<file path="src/logic/ssq_pkg.sv">
// Constants for the sleep and cycle qualify block of a flow-through burst SRAM
package ssq_pkg;
	localparam int SSQ_LANES = 4;
	localparam int SSQ_LANE_BITS = 8;
	localparam int SSQ_CLK_PERIOD_NS = 20;
	// Sleep exit: at least one clock period before inputs are sampled again
	localparam int SSQ_SLEEP_EXIT_NS = 20;
	localparam int SSQ_SLEEP_EXIT_CYC = (SSQ_SLEEP_EXIT_NS + SSQ_CLK_PERIOD_NS - 1) / SSQ_CLK_PERIOD_NS;
	localparam logic [1:0] SSQ_SYNC_RST = 2'h0;
	typedef enum logic [1:0] {
		SSQ_CYC_IDLE = 2'b00,
		SSQ_CYC_READ = 2'b01,
		SSQ_CYC_WRITE = 2'b10
	} ssq_cycle_t;
endpackage
</file>
<file path="src/logic/ssq_core.sv">
// Cycle qualification and sleep control of a flow-through burst SRAM
//
// Operation
// - Output enable is ignored on qualified write cycles and while the sleep gate is closed.
// - Edge is a read when global write and all byte enables high or processor strobe low.
// - Edge is a write only with global write or a gated byte enable low and processor strobe high.
// - Chip selects sampled at strobe edges; invalid selects deselect the device.
// - During sleep the device is deselected and in low-current state.
// - Sleep state is entered and left four clock edges after the sleep request rises or falls.
// - In sleep every input except the sleep request is ignored.
// - Sleep request is active high and asynchronous to the clock.
// - An access in progress at sleep entry may be lost.
// - Sampling stops within one clock period after sleep request rises.
// - Write qualifier inactive when global write high and either the gate or all enables high.
// - Each byte write enable controls one data lane and its parity bit.
// - Processor strobe low starts a read; writes need enables next edge.
`timescale 1ns/1ps
module ssq_core
	import ssq_pkg::*;
#(
	parameter int LANES = SSQ_LANES,
	parameter int LANE_BITS = SSQ_LANE_BITS
) (
	// Clock and reset
	input wire logic core_clk_in,
	input wire logic sys_rst_in,
	// Sleep request, asynchronous
	input wire logic sleep_request_in,
	// Address strobes and burst control
	input wire logic proc_addr_strobe_n_in,
	input wire logic ctrl_addr_strobe_n_in,
	input wire logic burst_advance_n_in,
	// Chip enables
	input wire logic chip_enable_n_in,
	input wire logic chip_select_hi_in,
	input wire logic chip_select_aux_n_in,
	// Write controls
	input wire logic [LANES-1:0] byte_write_en_n_in,
	input wire logic byte_write_gate_n_in,
	input wire logic global_write_n_in,
	input wire logic output_enable_n_in,
	// Qualified cycle status
	output logic sleeping_out,
	output logic selected_out,
	output logic read_cycle_out,
	output logic write_cycle_out,
	output logic [LANES-1:0] lane_write_out,
	output logic [LANES*(LANE_BITS+1)-1:0] bit_write_out,
	output logic data_drive_out,
	output logic burst_advance_out
);
	typedef enum logic [1:0] {
		SSQ_SLP_AWAKE = 2'b00,
		SSQ_SLP_ASLEEP = 2'b01,
		SSQ_SLP_WAKE = 2'b10
	} ssq_sleep_t;

	// Sleep request sampler
	logic [2:0] zz_sync_q;
	logic [2:0] zz_sync_d;
	logic zz_agree;
	logic zz_level;

	// Sleep state and exit delay
	ssq_sleep_t sleep_st_q;
	ssq_sleep_t sleep_st_d;
	logic [1:0] wake_cnt_q;
	logic [1:0] wake_cnt_d;
	logic gate_in;

	// Synchronous inputs after the sleep gate
	logic proc_strobe_n_g;
	logic ctrl_strobe_n_g;
	logic burst_advance_n_g;
	logic chip_enable_n_g;
	logic chip_select_hi_g;
	logic chip_select_aux_n_g;
	logic byte_write_gate_n_g;
	logic global_write_n_g;
	logic [LANES-1:0] byte_write_en_n_g;

	// Strobe and qualifier decode
	logic proc_strobe;
	logic ctrl_strobe;
	logic any_strobe;
	logic cs_ok;
	logic start_ok;
	logic cont_ok;
	logic wr_qual;
	logic [LANES-1:0] lane_en;

	// Registered cycle status
	logic selected_q;
	logic selected_d;
	ssq_cycle_t cycle_q;
	ssq_cycle_t cycle_d;
	logic [LANES-1:0] lane_q;
	logic [LANES-1:0] lane_d;
	logic adv_q;
	logic adv_d;

	// Three stages; a new level counts once stages two and three agree
	always_comb begin
		zz_sync_d = {zz_sync_q[1:0], sleep_request_in};
		zz_agree = (zz_sync_q[2] == zz_sync_q[1]);
		zz_level = zz_sync_q[2];
	end

	always_ff @(posedge core_clk_in or posedge sys_rst_in) begin
		if (sys_rst_in) begin
			zz_sync_q <= 3'h0;
		end else begin
			zz_sync_q <= zz_sync_d;
		end
	end

	// Awake, asleep, or held off for the exit delay after the request falls
	always_comb begin
		sleep_st_d = sleep_st_q;
		wake_cnt_d = wake_cnt_q;
		case (sleep_st_q)
			SSQ_SLP_AWAKE: begin
				wake_cnt_d = 2'h0;
				if (zz_agree && zz_level) begin
					sleep_st_d = SSQ_SLP_ASLEEP;
				end
			end

			SSQ_SLP_ASLEEP: begin
				wake_cnt_d = 2'h0;
				if (zz_agree && !zz_level) begin
					sleep_st_d = SSQ_SLP_WAKE;
					wake_cnt_d = 2'(SSQ_SLEEP_EXIT_CYC);
				end
			end

			SSQ_SLP_WAKE: begin
				if (zz_agree && zz_level) begin
					sleep_st_d = SSQ_SLP_ASLEEP;
					wake_cnt_d = 2'h0;
				end else if (wake_cnt_q <= 2'h1) begin
					sleep_st_d = SSQ_SLP_AWAKE;
					wake_cnt_d = 2'h0;
				end else begin
					wake_cnt_d = wake_cnt_q - 2'h1;
				end
			end

			default: begin
				// Unused code: recover to awake
				sleep_st_d = SSQ_SLP_AWAKE;
				wake_cnt_d = 2'h0;
			end
		endcase
	end

	// Sleep state register
	always_ff @(posedge core_clk_in or posedge sys_rst_in) begin
		if (sys_rst_in) begin
			sleep_st_q <= SSQ_SLP_AWAKE;
		end else begin
			sleep_st_q <= sleep_st_d;
		end
	end

	// Exit delay counter
	always_ff @(posedge core_clk_in or posedge sys_rst_in) begin
		if (sys_rst_in) begin
			wake_cnt_q <= SSQ_SYNC_RST;
		end else begin
			wake_cnt_q <= wake_cnt_d;
		end
	end

	// The pin closes the gate at once; the state keeps it closed through sleep and the exit delay
	assign gate_in = sleep_request_in || (sleep_st_q != SSQ_SLP_AWAKE);

	// Strobes and selects forced to their idle levels while gated
	always_comb begin
		proc_strobe_n_g = proc_addr_strobe_n_in || gate_in;
		ctrl_strobe_n_g = ctrl_addr_strobe_n_in || gate_in;
		burst_advance_n_g = burst_advance_n_in || gate_in;
		chip_enable_n_g = chip_enable_n_in || gate_in;
		chip_select_hi_g = chip_select_hi_in && !gate_in;
		chip_select_aux_n_g = chip_select_aux_n_in || gate_in;
	end

	// Write controls forced inactive while gated
	always_comb begin
		byte_write_gate_n_g = byte_write_gate_n_in || gate_in;
		global_write_n_g = global_write_n_in || gate_in;
		byte_write_en_n_g = byte_write_en_n_in | {LANES{gate_in}};
	end

	// Per-lane write enable: global write, or the gate with the lane's own enable
	genvar g;
	generate
		for (g = 0; g < LANES; g++) begin : g_lane_en
			assign lane_en[g] = !global_write_n_g || (!byte_write_gate_n_g && !byte_write_en_n_g[g]);
		end
	endgenerate

	always_comb begin
		proc_strobe = !proc_strobe_n_g;
		ctrl_strobe = !ctrl_strobe_n_g;
		any_strobe = proc_strobe || ctrl_strobe;
		cs_ok = !chip_enable_n_g && chip_select_hi_g && !chip_select_aux_n_g;
	end

	// A new access needs valid selects; a continuation rides on the held selection
	always_comb begin
		wr_qual = |lane_en;
		start_ok = any_strobe && cs_ok;
		cont_ok = !any_strobe && selected_q;
	end

	// A processor strobe with valid selects reads; otherwise the write qualifier decides
	always_comb begin
		selected_d = selected_q;
		cycle_d = SSQ_CYC_IDLE;
		lane_d = '0;
		adv_d = 1'b0;
		if (gate_in) begin
			selected_d = 1'b0;
		end else begin
			if (any_strobe) begin
				selected_d = cs_ok;
			end
			if (proc_strobe) begin
				if (cs_ok) begin
					cycle_d = SSQ_CYC_READ;
				end
			end else if (start_ok || cont_ok) begin
				if (wr_qual) begin
					cycle_d = SSQ_CYC_WRITE;
					lane_d = lane_en;
				end else begin
					cycle_d = SSQ_CYC_READ;
				end
				adv_d = cont_ok && !burst_advance_n_g;
			end
		end
	end

	// Selection holds until the next strobe edge or sleep
	always_ff @(posedge core_clk_in or posedge sys_rst_in) begin
		if (sys_rst_in) begin
			selected_q <= 1'b0;
		end else begin
			selected_q <= selected_d;
		end
	end

	// Cycle kind stands for one clock
	always_ff @(posedge core_clk_in or posedge sys_rst_in) begin
		if (sys_rst_in) begin
			cycle_q <= SSQ_CYC_IDLE;
		end else begin
			cycle_q <= cycle_d;
		end
	end

	// Lanes written on that cycle
	always_ff @(posedge core_clk_in or posedge sys_rst_in) begin
		if (sys_rst_in) begin
			lane_q <= '0;
		end else begin
			lane_q <= lane_d;
		end
	end

	// Burst advance seen on a continuation edge
	always_ff @(posedge core_clk_in or posedge sys_rst_in) begin
		if (sys_rst_in) begin
			adv_q <= 1'b0;
		end else begin
			adv_q <= adv_d;
		end
	end

	// Each lane writes its data bits and its parity bit together
	genvar b;
	generate
		for (g = 0; g < LANES; g++) begin : g_lane_bits
			for (b = 0; b < LANE_BITS; b++) begin : g_data
				assign bit_write_out[g*(LANE_BITS+1)+b] = lane_q[g];
			end
			assign bit_write_out[g*(LANE_BITS+1)+LANE_BITS] = lane_q[g];
		end
	endgenerate

	assign sleeping_out = (sleep_st_q == SSQ_SLP_ASLEEP);
	assign selected_out = selected_q;

	assign read_cycle_out = (cycle_q == SSQ_CYC_READ);
	assign write_cycle_out = (cycle_q == SSQ_CYC_WRITE);
	assign lane_write_out = lane_q;
	assign burst_advance_out = adv_q;

	// Output drive follows OE only on read cycles; writes override it
	assign data_drive_out = (cycle_q == SSQ_CYC_READ) && !output_enable_n_in && !gate_in;
endmodule

</file>
<file path="config.mk">
export PLATFORM = sky130hd
export DESIGN_NAME = ssq_core
export DESIGN_NICKNAME = d
export VERILOG_FILES = /design/src/logic/ssq_pkg.sv /design/src/logic/ssq_core.sv
export SDC_FILE = /design/constraint.sdc
export NUM_CORES = 1
export LEC_CHECK = 0
export ABC_AREA = 1
export BUFFER_PORTS_ARGS = -buffer_cell sky130_fd_sc_hd__buf_2
export CORE_MARGIN = 4
export CORE_UTILIZATION = 47
export CTS_BUF_LIST = sky130_fd_sc_hd__clkbuf_4
export CTS_CLUSTER_DIAMETER = 30
export DETAILED_ROUTE_END_ITERATION = 6
export PLACE_DENSITY = 0.84
export SYNTH_ARGS = -nofsm -noshare
export SYNTH_HDL_FRONTEND = slang
export SYNTH_SLANG_ARGS = --single-unit
</file>
<file path="constraint.sdc">
create_clock -name core_clk_in -period 2.84 [get_ports core_clk_in]
set_clock_uncertainty 0.1 [all_clocks]
set_input_delay 0.142 -clock core_clk_in [delete_from_list [all_inputs] [get_ports core_clk_in]]
set_output_delay 0.142 -clock core_clk_in [all_outputs]
set_load 0.02 [all_outputs]
</file>
==> impl_metrics.env <==
export IMPL_pre_cts_ws_ns=1.24
export IMPL_die_x_um=53.8
export IMPL_wl_per_cell_um=11.2
export IMPL_busiest_layer="met2"
export IMPL_vias=827
export IMPL_register_area_um2=375
export IMPL_whs_ns=0.0387
export IMPL_placedInstanceArea_mm2=0.00105
export IMPL_rrSetupSlack_ns=1.18
export IMPL_grt_pass1_vias=707
export IMPL_core_region_area_mm2=0.00198
export IMPL_p_per_area_mw_per_mm2=538
export IMPL_cts_made_buffers=3
export IMPL_grtUsageMet1=0.158
export IMPL_syn_avg_cell_area_um2=8.57
export IMPL_antenna_found_initial=0
export IMPL_vdd_drop_max_uv=356
export IMPL_initial_core_util=0.497
export IMPL_synthTopCellsByCount="buf_4 (36), nor2_1 (16), dfrtp_1 (15), inv_1 (12)"
export IMPL_hold_path_class="in -> reg"
export IMPL_n_fill_cell=183
export IMPL_rsz0062_at_grt="no"
export IMPL_leakage_nw=0.707
export IMPL_die_h_um=53.8
export IMPL_drtIter0Drc=11
export IMPL_fin_crit_ns=1.86
export IMPL_synth_net_count=135
export IMPL_place_gp_congestion=0.839
export IMPL_dpl_hpwl_um=1590
export IMPL_max_slew_margin=0.623
export IMPL_synthesis_area_um2=986
export IMPL_yosys_register_bits=15
export IMPL_drc=0
export IMPL_multi_input_comb_area_um2=295
export IMPL_crit_chain="inv_1 -> ha_1 -> nand2_2 -> nor4_1 -> buf_2"
export IMPL_switching_share=0.371
export IMPL_layout_setup_ws_ns=0.985
export IMPL_grtUsageTotal=0.143
export IMPL_dieArea_mm2=0.00289
export IMPL_p_clk_frac=0.219
export IMPL_ios=62
export IMPL_r2r_start="sleep_st_q[0]"
export IMPL_critPathMaxFanout=6
export IMPL_design_area_mm2=0.00112
export IMPL_yosysWarnings=0
export IMPL_synth_seq_area_share=0.381
export IMPL_synth_async_reset_ratio=1.00
export IMPL_cts_tree="built"
export IMPL_clock_path_buffers=2
export IMPL_crit_path_top_delay_cell="dfrtp_1"
export IMPL_internal_power_uw=381
export IMPL_ys_flop_type="dfrtp_1"
export IMPL_setup_violations=0
export IMPL_worstPathArrival_ns=1.61
export IMPL_synthTopCellsByArea="dfrtp_1 (38%), buf_4 (27%), nor2_1 (6.1%), ha_1 (5.1%), inv_1 (4.6%)"
export IMPL_tightest_slew_ns=0.565
export IMPL_end_kind="primary output"
export IMPL_startpoint="sleep_st_q[0]"
export IMPL_postCtsSetupRepairBufs=0
export IMPL_grt_max_degree=16
export IMPL_dr_pass1_iters=4
export IMPL_setup_tns_ns=0
export IMPL_finish_net_count=169
export IMPL_max_cap_violations=0
export IMPL_setup_worst_path_start_class="flop"
export IMPL_p_sw_uw=224
export IMPL_path_clk_slew_ns=0.09
export IMPL_maxSlewViolCount=0
export IMPL_yosysMostFrequentCell="buf_4"
export IMPL_htreeDepth=1
export IMPL_criticalPathCategory="reg -> out"
export IMPL_num_antenna_cells=0
export IMPL_ant_nets=0
export IMPL_synth_edf_count=0
export IMPL_finalHoldViolations=0
export IMPL_synth_distinct_cells=19
export IMPL_synthCells=115
export IMPL_grt_remaining_overflow=0
export IMPL_crit_buf_inv=2
export IMPL_drive_gt1_frac=0.486
export IMPL_endpoint="data_drive_out"
export IMPL_use_met3=0.0416
export IMPL_crit_cells=5
export IMPL_finalPower_uw=605
export IMPL_clock_latency_ns=0.28
export IMPL_crit_family="flip-flops"
export IMPL_status="complete, no violations"
export IMPL_totalWireLength_um=1950
export IMPL_port_buffers=61
export IMPL_max_freq_mhz=539
export IMPL_seqPwrFrac=0.414
export IMPL_max_stage_delay_ns=0.42
export IMPL_r2r_end="cycle_q[0]"
export IMPL_use_met2=0.246
export IMPL_grt_pass1_wl_um=2970
export IMPL_yosys_area_top_type="dfrtp_1"
export IMPL_crit_required_ns=2.60
export IMPL_synth_top_area_frac=0.381
export IMPL_avgViaCountPerCell=4.73
export IMPL_clockRootBuffer="clkbuf_4"
export IMPL_p_comb_frac=0.367
export IMPL_period_share=0.653
export IMPL_ff2ff_path_depth=7
export IMPL_syn_to_final_growth_pct=14.1
export IMPL_row_count=16
export IMPL_clock_sinks=15
[worst reg2reg max path, cell delays in order (launching register included)]
cell and delay [ns]:
dfrtp_1 0.40, inv_1 0.09, ha_1 0.27, nand3_1 0.20, nor2_1 0.08, nor2_1 0.18
nand3_1 0.15, a21oi_2 0.13
[per-stage QoR]
step,std cells,utilization
floorplan,115,-
detailed placement,167,0.532
CTS,175,0.568
global route,175,0.568
finish,175,0.568
global placement,167,0.532
[state kept, by name, indices dropped and copies added, names as in the netlist]
name and count:
sleep_st_q 2, wake_cnt_q 2, lane_write_out 4, burst_advance_out 1, zz_sync_q 3, cycle_q 2
selected_out 1
[layer usage]
layer | up-vias | routed length [um]
met5 | - | 0
met4 | 0 | 9
met3 | 2 | 285
met2 | 63 | 966
met1 | 370 | 692
li1 | 392 | -
[worst min-delay path by stage]
stage / startpoint / endpoint / slack [ns] / cells past startpoint
after floorplan: sys_rst_in / burst_advance_out / -0.06 / 1
after global placement: sys_rst_in / wake_cnt_q[0] / 0.12 / 2
after detailed placement: sys_rst_in / wake_cnt_q[0] / 0.13 / 2
after CTS: byte_write_en_n_in[0] / lane_write_out[0] / 0.02 / 3
after global routing: byte_write_en_n_in[0] / lane_write_out[0] / 0.03 / 3
final: byte_write_en_n_in[0] / lane_write_out[0] / 0.04 / 3
[repair_timing]
item / 4_1_cts / 5_1_grt
hold endpoints to repair: 18 / 0
gates resized for setup: 0 / 0
hold buffers: 4 / 0
[final cells by class]
type / count / area share
Multi-Input combinational cell: 52 / 0.263
Timing Repair Buffer: 65 / 0.307
Inverter: 12 / 0.0400
Sequential cell: 15 / 0.334
Clock buffer: 4 / 0.0267
Tap cell: 27 / 0.0300
[cells in the final DEF, fill, tap and decap left out, drive strengths merged]
cell type / count
o21ai: 1
dfrtp: 15
o31ai: 1
nor2: 17
nor3: 2
nand3: 6
nor4: 1
a31o: 1
dlygate4sd3: 4
a21oi: 7
nand4: 1
ha: 4
nand2: 9
buf: 61
o21a: 2
clkbuf: 4
inv: 12
[cells by family after synthesis]
group | share of synthesized area
buffers and inverters | 0.320
and+or+nand+nor | 0.173
DFF | 0.381
AOI/OAI and AO/OA | 0.0761
adders and majority gates | 0.0508
[power by group through the flow]
stage	clock network, mW	registers, mW	logic, mW
6_report	0.132	0.250	0.222
5_1_grt	0.145	0.254	0.253
4_1_cts	0.136	0.250	0.223
3_5_place_dp	0	0.255	0.219
3_3_place_gp	0	0.252	0.205
2_1_floorplan	0	0.252	0.164
No activity file was read; power rests on OpenSTA's default activity.
